<file path="src/common/att_pkg.sv">
// Purpose: Shared constants and types for the acquisition trigger timing block
// Assumes: APB slave, 32-bit data, one word per register, 100 MHz pclk
// Notes: Offsets and bit positions below are the only copies of these numbers, apart from the bench's literal status-clear masks and GO bit
package att_pkg;
    // ****************************************
    // Widths
    // ****************************************
    localparam int ADDR_W = 8;
    localparam int DATA_W = 32;
    localparam int CNT_W = 16;
    localparam int DAC_W = 12;
    localparam int LEN_W = 4;
    localparam int CTRL_W = 12;
    localparam int N_SYNC = 4;
    // ****************************************
    // Register offsets (byte addresses)
    // ****************************************
    localparam logic [ADDR_W-1:0] OFF_CTRL = 8'h00;
    localparam logic [ADDR_W-1:0] OFF_INTERVAL = 8'h04;
    localparam logic [ADDR_W-1:0] OFF_COUNT = 8'h08;
    localparam logic [ADDR_W-1:0] OFF_SCAN = 8'h0c;
    localparam logic [ADDR_W-1:0] OFF_SCAN_LEN = 8'h10;
    localparam logic [ADDR_W-1:0] OFF_STATUS = 8'h14;
    localparam logic [ADDR_W-1:0] OFF_DAC0 = 8'h18;
    localparam logic [ADDR_W-1:0] OFF_DAC1 = 8'h1c;
    // ****************************************
    // Control fields
    // ****************************************
    localparam int C_GO = 0;
    localparam int C_ABORT = 1;
    localparam int C_EXT_PACE = 2;
    localparam int C_MODE = 3;
    localparam int C_CONV_OUT = 5;
    localparam int C_SCAN_EN = 6;
    localparam int C_EXT_SCAN = 7;
    localparam int C_DELAYED = 8;
    localparam int C_UPD_IE = 9;
    localparam int C_DONE_IE = 10;
    localparam int C_COUNTED = 11;
    localparam logic [CTRL_W-1:0] CTRL_ACT_MASK = 12'h003;
    localparam logic [1:0] MODE_SOFT = 2'h0;
    localparam logic [1:0] MODE_START = 2'h1;
    localparam logic [1:0] MODE_STOP = 2'h2;
    // ****************************************
    // Status fields
    // ****************************************
    localparam int S_RUN = 0;
    localparam int S_TRIG = 1;
    localparam int S_DONE = 2;
    localparam int S_UPD = 3;
    localparam int S_TC = 4;
    localparam int S_GATE = 5;
    localparam int S_ERR = 6;
    localparam int S_CNT_LO = 16;
    // ****************************************
    // Synchroniser lanes and reset values
    // ****************************************
    localparam int I_CONV = 0;
    localparam int I_TRIG = 1;
    localparam int I_SCAN = 2;
    localparam int I_UPD = 3;
    localparam logic [N_SYNC-1:0] SYNC_RST = 4'h9;
    localparam logic [CNT_W-1:0] CNT_ONE = 16'h0001;
    localparam logic [CNT_W-1:0] RST_INTERVAL = 16'h0064;
    localparam logic [CNT_W-1:0] RST_COUNT = 16'h0001;
    localparam logic [CNT_W-1:0] RST_SCAN = 16'h03e8;
    localparam logic [LEN_W-1:0] LEN_ONE = 4'h1;
    // ****************************************
    // Timing of external sources
    // ****************************************
    localparam int CLK_NS = 10;
    localparam int T_EXT_MIN_NS = 50;
    localparam int EXT_MIN_CYC = (T_EXT_MIN_NS + CLK_NS - 1) / CLK_NS;
    // ****************************************
    // Sequencer states
    // ****************************************
    typedef enum logic [3:0] {
        ST_IDLE = 4'h1,
        ST_WTRIG = 4'h2,
        ST_ARM = 4'h4,
        ST_RUN = 4'h8
    } att_state_t;
endpackage

</file>
<file path="src/core/att_top.sv">
// Purpose: Conversion pacing, trigger handling, scan gating and DAC update
// Assumes: External pins are synchronised here; ADC and DACs sit outside
// Notes: APB answers in the second access cycle; no wait beyond that
`timescale 1ns/10ps

// Summary of operation
// - A dedicated interval counter paces conversions; software cannot reuse it.
// - A dedicated sample counter counts conversions and stops the acquisition.
// - With external pacing each convert falling edge starts one conversion.
// - The convert pin can be an output carrying a conversion strobe.
// - Software picks start-on-trigger or stop-on-trigger, never both.
// - Start mode, internal pacing: trigger rise starts counter and sequence.
// - Start mode, external pacing: trigger then convert rise arms; next fall converts.
// - After the first accepted trigger further trigger edges are ignored.
// - Stop mode: conversions start at once; counter waits for trigger rise.
// - Stop mode: conversions continue until the sample counter reaches zero.
// - Up to 65536 samples after the trigger; before it unlimited.
// - Scan interval from a scan counter or an external scan pulse.
// - External pacing: first convert rise after scan pulse opens the gate; next fall converts.
// - Gate closes after the scan's channels; conversions blocked till next scan.
// - Immediate mode: DAC output follows each write.
// - Delayed mode: output held until update input low drives update strobe.
// - Update interrupt on every update input rising edge when enabled.
// - Enabled, clearable interrupt when an acquisition completes or overruns.
module att_top
    import att_pkg::*;
(
    // Clock and reset
    input wire logic pclk,
    input wire logic presetn,
    // APB slave
    input wire logic psel,
    input wire logic penable,
    input wire logic pwrite,
    input wire logic [att_pkg::ADDR_W-1:0] paddr,
    input wire logic [att_pkg::DATA_W-1:0] pwdata,
    output logic [att_pkg::DATA_W-1:0] prdata,
    output logic pready,
    output logic pslverr,
    // External timing pins
    input wire logic ext_convert_n_i,
    output logic ext_convert_n_o,
    output logic ext_convert_n_oe,
    input wire logic ext_acq_trigger,
    input wire logic scan_interval_pulse,
    input wire logic ext_dac_update_n,
    // ADC side
    input wire logic adc_overrun,
    output logic adc_convert,
    // DAC side
    output logic dac_write_strobe,
    output logic dac_update,
    output logic [att_pkg::DAC_W-1:0] dac0_out,
    output logic [att_pkg::DAC_W-1:0] dac1_out,
    // Interrupt
    output logic update_interrupt
);
    import att_pkg::*;

    // ****************************************
    // State
    // ****************************************
    typedef struct packed {
        logic [N_SYNC-1:0] s1, s2, s3;
        att_state_t st;
        logic [CTRL_W-1:0] ctrl;
        logic [CNT_W-1:0] si_load, sc_load, scan_load;
        logic [LEN_W-1:0] scan_len;
        logic [CNT_W-1:0] si_cnt, sc_cnt, scan_cnt;
        logic [LEN_W-1:0] chan_cnt;
        logic trig_seen, tc, gate, scan_pend, done_flag, upd_flag, err_flag;
        logic [DAC_W-1:0] dac0_hold, dac1_hold, dac0_out, dac1_out;
        logic dac_upd, dac_wr, adc_conv, conv_o_n, irq, pready, pslverr;
        logic [DATA_W-1:0] prdata;
    } att_regs_t;

    att_regs_t r_reg;
    att_regs_t r_next;

    function automatic logic att_hit(input logic [ADDR_W-1:0] a, input logic [ADDR_W-1:0] off);
        return a == off;
    endfunction

    function automatic logic att_mapped(input logic [ADDR_W-1:0] a);
        return att_hit(a, OFF_CTRL) | att_hit(a, OFF_INTERVAL) | att_hit(a, OFF_COUNT) |
               att_hit(a, OFF_SCAN) | att_hit(a, OFF_SCAN_LEN) | att_hit(a, OFF_STATUS) |
               att_hit(a, OFF_DAC0) | att_hit(a, OFF_DAC1);
    endfunction

    // ****************************************
    // Helper terms
    // ****************************************
    logic wr_w, go_w, abort_w, ext_pace_w, scan_en_w;
    logic [N_SYNC-1:0] rise_w, fall_w;
    logic [1:0] mode_w;

    // Write lands only at the edge where the master sees pready high
    assign wr_w = psel & penable & r_reg.pready & pwrite;
    assign go_w = wr_w & att_hit(paddr, OFF_CTRL) & pwdata[C_GO];
    assign abort_w = wr_w & att_hit(paddr, OFF_CTRL) & pwdata[C_ABORT];
    // Edges read the second and third stages only
    assign rise_w = r_reg.s2 & ~r_reg.s3;
    assign fall_w = ~r_reg.s2 & r_reg.s3;
    assign mode_w = r_reg.ctrl[C_MODE +: 2];
    // Driving the pin ourselves would read back our own strobe as pacing
    assign ext_pace_w = r_reg.ctrl[C_EXT_PACE] & ~r_reg.ctrl[C_CONV_OUT];
    assign scan_en_w = r_reg.ctrl[C_SCAN_EN];

    // ****************************************
    // Next state
    // ****************************************
    always_comb begin
        logic pace_tick, scan_tick, count_on;
        pace_tick = 1'b0;
        scan_tick = 1'b0;
        count_on = 1'b0;
        r_next = r_reg;
        r_next.s1 = {ext_dac_update_n, scan_interval_pulse, ext_acq_trigger, ext_convert_n_i};
        r_next.s2 = r_reg.s1;
        r_next.s3 = r_reg.s2;
        r_next.adc_conv = 1'b0;
        r_next.conv_o_n = 1'b1;
        r_next.dac_wr = 1'b0;
        r_next.pready = 1'b0;
        r_next.pslverr = 1'b0;

        // APB access: answer on the second access cycle
        if (psel && penable && !r_reg.pready) begin
            r_next.pready = 1'b1;
            r_next.pslverr = ~att_mapped(paddr);
            if (!pwrite) begin
                r_next.prdata = '0;
                case (paddr)
                    OFF_CTRL: r_next.prdata[CTRL_W-1:0] = r_reg.ctrl;
                    OFF_INTERVAL: r_next.prdata[CNT_W-1:0] = r_reg.si_load;
                    OFF_COUNT: r_next.prdata[CNT_W-1:0] = r_reg.sc_load;
                    OFF_SCAN: r_next.prdata[CNT_W-1:0] = r_reg.scan_load;
                    OFF_SCAN_LEN: r_next.prdata[LEN_W-1:0] = r_reg.scan_len;
                    OFF_STATUS: begin
                        r_next.prdata[S_RUN] = r_reg.st != ST_IDLE;
                        r_next.prdata[S_TRIG] = r_reg.trig_seen;
                        r_next.prdata[S_DONE] = r_reg.done_flag;
                        r_next.prdata[S_UPD] = r_reg.upd_flag;
                        r_next.prdata[S_TC] = r_reg.tc;
                        r_next.prdata[S_GATE] = r_reg.gate;
                        r_next.prdata[S_ERR] = r_reg.err_flag;
                        r_next.prdata[S_CNT_LO +: CNT_W] = r_reg.sc_cnt;
                    end
                    OFF_DAC0: r_next.prdata[DAC_W-1:0] = r_reg.dac0_hold;
                    OFF_DAC1: r_next.prdata[DAC_W-1:0] = r_reg.dac1_hold;
                    default: r_next.prdata = '0;
                endcase
            end
        end

        if (wr_w) begin
            case (paddr)
                OFF_CTRL: r_next.ctrl = pwdata[CTRL_W-1:0] & ~CTRL_ACT_MASK;
                OFF_INTERVAL: r_next.si_load = pwdata[CNT_W-1:0];
                OFF_COUNT: r_next.sc_load = pwdata[CNT_W-1:0];
                OFF_SCAN: r_next.scan_load = pwdata[CNT_W-1:0];
                OFF_SCAN_LEN: r_next.scan_len = pwdata[LEN_W-1:0];
                OFF_STATUS: begin
                    // Clear first so a same-cycle event below still sets
                    r_next.done_flag = r_reg.done_flag & ~pwdata[S_DONE];
                    r_next.upd_flag = r_reg.upd_flag & ~pwdata[S_UPD];
                    r_next.err_flag = r_reg.err_flag & ~pwdata[S_ERR];
                end
                OFF_DAC0: begin
                    r_next.dac0_hold = pwdata[DAC_W-1:0];
                    r_next.dac_wr = 1'b1;
                end
                OFF_DAC1: begin
                    r_next.dac1_hold = pwdata[DAC_W-1:0];
                    r_next.dac_wr = 1'b1;
                end
                default: r_next.ctrl = r_reg.ctrl;
            endcase
        end

        // Pacing source: pin falling edge or the interval counter at zero
        pace_tick = ext_pace_w ? fall_w[I_CONV] : (r_reg.si_cnt == '0);
        scan_tick = r_reg.ctrl[C_EXT_SCAN] ? rise_w[I_SCAN] : (r_reg.scan_cnt == '0);
        // Stop mode counts only after the trigger; other modes when counted
        count_on = (mode_w == MODE_STOP) ? r_reg.trig_seen : r_reg.ctrl[C_COUNTED];

        case (r_reg.st)
            ST_IDLE: r_next.st = ST_IDLE;
            ST_WTRIG: begin
                if (rise_w[I_TRIG]) begin
                    r_next.trig_seen = 1'b1;
                    if (ext_pace_w) begin
                        r_next.st = ST_ARM;
                    end else begin
                        r_next.st = ST_RUN;
                        r_next.si_cnt = r_reg.si_load - CNT_ONE;
                    end
                end
            end
            ST_ARM: begin
                if (rise_w[I_CONV]) begin
                    r_next.st = ST_RUN;
                end
            end
            ST_RUN: begin
                if (!ext_pace_w) begin
                    r_next.si_cnt = (r_reg.si_cnt == '0) ? r_reg.si_load - CNT_ONE
                                                         : r_reg.si_cnt - CNT_ONE;
                end
                // Only the first trigger edge of a sequence counts
                if (mode_w == MODE_STOP && !r_reg.trig_seen && rise_w[I_TRIG]) begin
                    r_next.trig_seen = 1'b1;
                end
                if (scan_en_w) begin
                    if (!r_reg.ctrl[C_EXT_SCAN]) begin
                        r_next.scan_cnt = (r_reg.scan_cnt == '0) ? r_reg.scan_load - CNT_ONE
                                                                 : r_reg.scan_cnt - CNT_ONE;
                    end
                    if (scan_tick) begin
                        r_next.scan_pend = 1'b1;
                        r_next.chan_cnt = '0;
                    end
                    // Internal pacing opens at once; external waits for a rise
                    if (r_reg.scan_pend && (rise_w[I_CONV] || !ext_pace_w)) begin
                        r_next.gate = 1'b1;
                        r_next.scan_pend = 1'b0;
                    end
                end
                if (pace_tick && (!scan_en_w || r_reg.gate)) begin
                    r_next.adc_conv = 1'b1;
                    r_next.conv_o_n = 1'b0;
                    if (scan_en_w) begin
                        if (r_reg.chan_cnt == r_reg.scan_len - LEN_ONE) begin
                            r_next.gate = 1'b0;
                        end else begin
                            r_next.chan_cnt = r_reg.chan_cnt + LEN_ONE;
                        end
                    end
                    if (count_on) begin
                        r_next.sc_cnt = r_reg.sc_cnt - CNT_ONE;
                        if (r_reg.sc_cnt == CNT_ONE) begin
                            r_next.tc = 1'b1;
                            r_next.st = ST_IDLE;
                            r_next.done_flag = 1'b1;
                        end
                    end
                end
                if (adc_overrun) begin
                    r_next.err_flag = 1'b1;
                    r_next.done_flag = 1'b1;
                    r_next.st = ST_IDLE;
                end
            end
            default: r_next.st = ST_IDLE;
        endcase

        // GO obeys the mode written alongside it; re-arms the trigger, reloads interval and sample counters, zeroes the scan counter
        if (go_w) begin
            r_next.st = (pwdata[C_MODE +: 2] == MODE_START) ? ST_WTRIG : ST_RUN;
            r_next.trig_seen = 1'b0;
            r_next.tc = 1'b0;
            r_next.sc_cnt = r_reg.sc_load;
            r_next.si_cnt = r_reg.si_load - CNT_ONE;
            r_next.scan_cnt = '0;
            r_next.scan_pend = 1'b0;
            r_next.gate = 1'b0;
            r_next.chan_cnt = '0;
        end
        if (abort_w) begin
            r_next.st = ST_IDLE;
        end

        // DAC update: write-driven or held for the update input low level
        if (r_reg.ctrl[C_DELAYED]) begin
            r_next.dac_upd = ~r_reg.s2[I_UPD];
        end else begin
            r_next.dac_upd = r_reg.dac_wr;
        end
        if (r_next.dac_upd) begin
            r_next.dac0_out = r_reg.dac0_hold;
            r_next.dac1_out = r_reg.dac1_hold;
        end
        if (rise_w[I_UPD] && r_reg.ctrl[C_UPD_IE]) begin
            r_next.upd_flag = 1'b1;
        end
        r_next.irq = (r_next.upd_flag & r_next.ctrl[C_UPD_IE]) |
                     (r_next.done_flag & r_next.ctrl[C_DONE_IE]);
    end

    always_ff @(posedge pclk or negedge presetn) begin
        if (!presetn) begin
            r_reg <= '0;
            r_reg.s1 <= SYNC_RST;
            r_reg.s2 <= SYNC_RST;
            r_reg.s3 <= SYNC_RST;
            r_reg.st <= ST_IDLE;
            r_reg.si_load <= RST_INTERVAL;
            r_reg.sc_load <= RST_COUNT;
            r_reg.scan_load <= RST_SCAN;
            r_reg.scan_len <= LEN_ONE;
            r_reg.conv_o_n <= 1'b1;
        end else begin
            r_reg <= r_next;
        end
    end

    // ****************************************
    // Outputs
    // ****************************************
    assign prdata = r_reg.prdata;
    assign pready = r_reg.pready;
    assign pslverr = r_reg.pslverr;
    assign ext_convert_n_o = r_reg.conv_o_n;
    assign ext_convert_n_oe = r_reg.ctrl[C_CONV_OUT];
    assign adc_convert = r_reg.adc_conv;
    assign dac_write_strobe = r_reg.dac_wr;
    assign dac_update = r_reg.dac_upd;
    assign dac0_out = r_reg.dac0_out;
    assign dac1_out = r_reg.dac1_out;
    assign update_interrupt = r_reg.irq;
endmodule

</file>
<file path="config.mk">
export PLATFORM = sky130hd
export DESIGN_NAME = att_top
export DESIGN_NICKNAME = d
export VERILOG_FILES = /design/src/common/att_pkg.sv /design/src/core/att_top.sv
export SDC_FILE = /design/constraint.sdc
export NUM_CORES = 1
export LEC_CHECK = 0
export BUFFER_PORTS_ARGS = -buffer_cell sky130_fd_sc_hd__buf_2
export CAP_MARGIN = 0
export CORE_UTILIZATION = 60
export DETAILED_ROUTE_END_ITERATION = 8
export MAX_ROUTING_LAYER = met4
export PLACE_DENSITY = 0.84
export REMOVE_ABC_BUFFERS = 1
export SYNTH_ARGS = -nofsm -noshare
export SYNTH_HDL_FRONTEND = slang
export SYNTH_SLANG_ARGS = --single-unit
</file>
<file path="constraint.sdc">
create_clock -name pclk -period 4 [get_ports pclk]
set_input_delay 1 -clock pclk [delete_from_list [all_inputs] [get_ports pclk]]
set_output_delay 1 -clock pclk [all_outputs]
set_load 0.01 [all_outputs]
</file>
==> flow_metrics.env <==
export IMPL_synth_area_um2=11600
export IMPL_netlist_area_leader_share=0.441
export IMPL_power_total_w=0.00513
export IMPL_dp_hpwl_um=21200
export IMPL_rsz0062_at_grt="no"
export IMPL_clock_sinks=224
export IMPL_area_delta_synth_final_pct=12.0
export IMPL_cts_setup_buffers=0
export IMPL_whs_ns=0.339
export IMPL_fp_dieArea_um2=19900
export IMPL_fin_util=0.692
export IMPL_ir_worst_vdd_mv=0.321
export IMPL_io_buffers=97
export IMPL_ys_warn_count=0
export IMPL_yosys_area_top_type="dfrtp_1"
export IMPL_min_period_ns=3.28
export IMPL_grt_pass1_vias=8963
export IMPL_fin_area_um2=13000
export IMPL_worstPathArrival_ns=3.67
export IMPL_drc=0
export IMPL_rrSetupSlack_ns=0.72
export IMPL_drt_iter0_drc=909
export IMPL_post_cts_resized=0
export IMPL_power_density_nw_per_um2=394
export IMPL_syn_area_per_cell_um2=10.7
export IMPL_synth_edf_count=0
export IMPL_grt_max_degree=94
export IMPL_fin_nets=1191
export IMPL_synthFlopType="dfrtp_1"
export IMPL_antenna_cells=0
export IMPL_overflow=0
export IMPL_vias_per_cell=6.49
export IMPL_cts_buffers=24
export IMPL_layout_drive_gt1_share=0.286
export IMPL_p_leak_nw=5.94
export IMPL_clkLatencyLatePin_ns=0.52
export IMPL_syn_inst=1086
export IMPL_placedCellCount=1368
export IMPL_setup_viol=0
export IMPL_fp_dieH_um=141
export IMPL_outcome="finished clean"
export IMPL_synth_most_common_cell="dfrtp_1"
export IMPL_skew_ns=0.0148
export IMPL_wl_um=30800
export IMPL_detail_route_antenna_nets=0
export IMPL_worst_pin_slew_ns=0.836
export IMPL_ys_seq_area_frac=0.484
export IMPL_vias=9164
export IMPL_startpoint="r_reg[107]"
export IMPL_ctsHoldBuffers=0
export IMPL_crit_type="reg -> reg"
export IMPL_relSlewSlack=0.437
export IMPL_min_delay_start="r_next[220]"
export IMPL_finalHoldViolCount=0
export IMPL_ys_top_cells_by_area="dfrtp_1 (44%), mux2_2 (11%), dfstp_2 (4.3%), buf_4 (3.9%), mux2i_1 (2.8%)"
export IMPL_path_max_fanout=11
export IMPL_final_cells=1412
export IMPL_drtPass1Iterations=6
export IMPL_largest_reg_flops=150
export IMPL_htree_levels=1
export IMPL_fin_crit_sh=0.820
export IMPL_synthArstFlopShare=1.00
export IMPL_startpoint_type="flip-flop"
export IMPL_cts_tree="yes"
export IMPL_initial_core_util=0.618
export IMPL_drv_cap=0
export IMPL_antenna_found_initial=0
export IMPL_cp_end_kind="flip-flop"
export IMPL_ys_types=71
export IMPL_place_gp_congestion=0.989
export IMPL_grt_use_total=0.329
export IMPL_clk_path_buf_depth=3
export IMPL_placed_area_um2=12100
export IMPL_worst_hold_path_type="reg -> reg"
export IMPL_wl_per_cell_um=21.8
export IMPL_nFillCells=1323
export IMPL_drv_slew=0
export IMPL_max_freq_mhz=305
export IMPL_synthTopCellsByCount="dfrtp_1 (205), mux2_2 (109), nand2_1 (82), buf_4 (60), o21ai_0 (59)"
export IMPL_die_w_um=141
export IMPL_rows=50
export IMPL_cts_root_buffer="clkbuf_16"
export IMPL_coreArea_um2=18800
export IMPL_r2r_start="r_reg[107]"
export IMPL_clkTransAtPathRegs_ns=0.06
export IMPL_ios=114
export IMPL_synth_seq_cells=224
export IMPL_worstPathRequired_ns=4.39
export IMPL_grt_pass1_wl_um=49100
area by class of cell:
cell class | count | area (um2) | area share
clock buffer | 31 | 688 | 0.0528
clock inverter | 13 | 269 | 0.0207
inverter | 21 | 78.8 | 0.00605
multi-input combinational | 731 | 5260 | 0.404
sequential | 224 | 5630 | 0.432
tap | 260 | 325 | 0.0250
timing repair buffer | 132 | 771 | 0.0592
final timing paths:
path                                to  depth (start not counted)
setup reg to reg            r_reg[106]                         10
max in group asynchronous  r_next[218]                          2
min in group asynchronous  dac1_out[0]                          1
setup / recovery            r_reg[106]                         10
hold / removal             r_next[216]                          0
hold reg to reg            r_next[216]                          0
layer usage:
metal	part of all wire	GRT usage	wire length, um	up-vias
met4	0.039	0.133	1210	0
met1	0.42	0.440	12900	4568
met5	0	-	0	-
met2	0.47	0.505	14400	479
met3	0.078	0.0489	2400	91
li1	-	-	-	4026
logic make-up after synthesis:
| logic type | after synthesis | share of synthesized area |
|---|---|---|
| simple gates | 329 | 0.150 |
| fa+ha+maj | 7 | 0.00753 |
| mux | 145 | 0.140 |
| buf+inv | 131 | 0.0641 |
| compound gates | 216 | 0.129 |
| flops | 224 | 0.484 |
| xor+xnor | 34 | 0.0256 |
metrics by stage:
stage,worst slack (ns),setup TNS [ns]
final,0.721,0
after global routing,0.516,0
after CTS,0.744,0
after detailed placement,0.572,0
after global placement,0.600,0
after floorplan,-0.555,-11.86
placed cells by master, fill, tap and decap left out, drive strengths merged, types with 16 or more instances in the layout:
cell type	instances
a22oi	16
nor3	41
a22o	24
dfrtp	205
mux2i	32
nand2	82
mux2	111
inv	21
a21oi	28
clkbuf	31
buf	132
o21ai	59
dfstp	19
nor2	57
xor2	21
nor4	19
nand3	21
worst max-delay path, cell delays in order (launching register included):
cell	delay, ns
dfrtp_1	0.47
or4_4	0.60
or4_1	0.54
nor2_2	0.37
a21oi_1	0.16
ha_1	0.25
and3_1	0.19
o31ai_4	0.10
or4_1	0.21
mux2i_1	0.19
a21oi_1	0.08
where the power goes:
group          switching (W)  internal (W)
registers          0.0000164       0.00229
logic               0.000123     0.0000508
clock network       0.000928       0.00173
No activity file was read; power rests on OpenSTA's default activity.
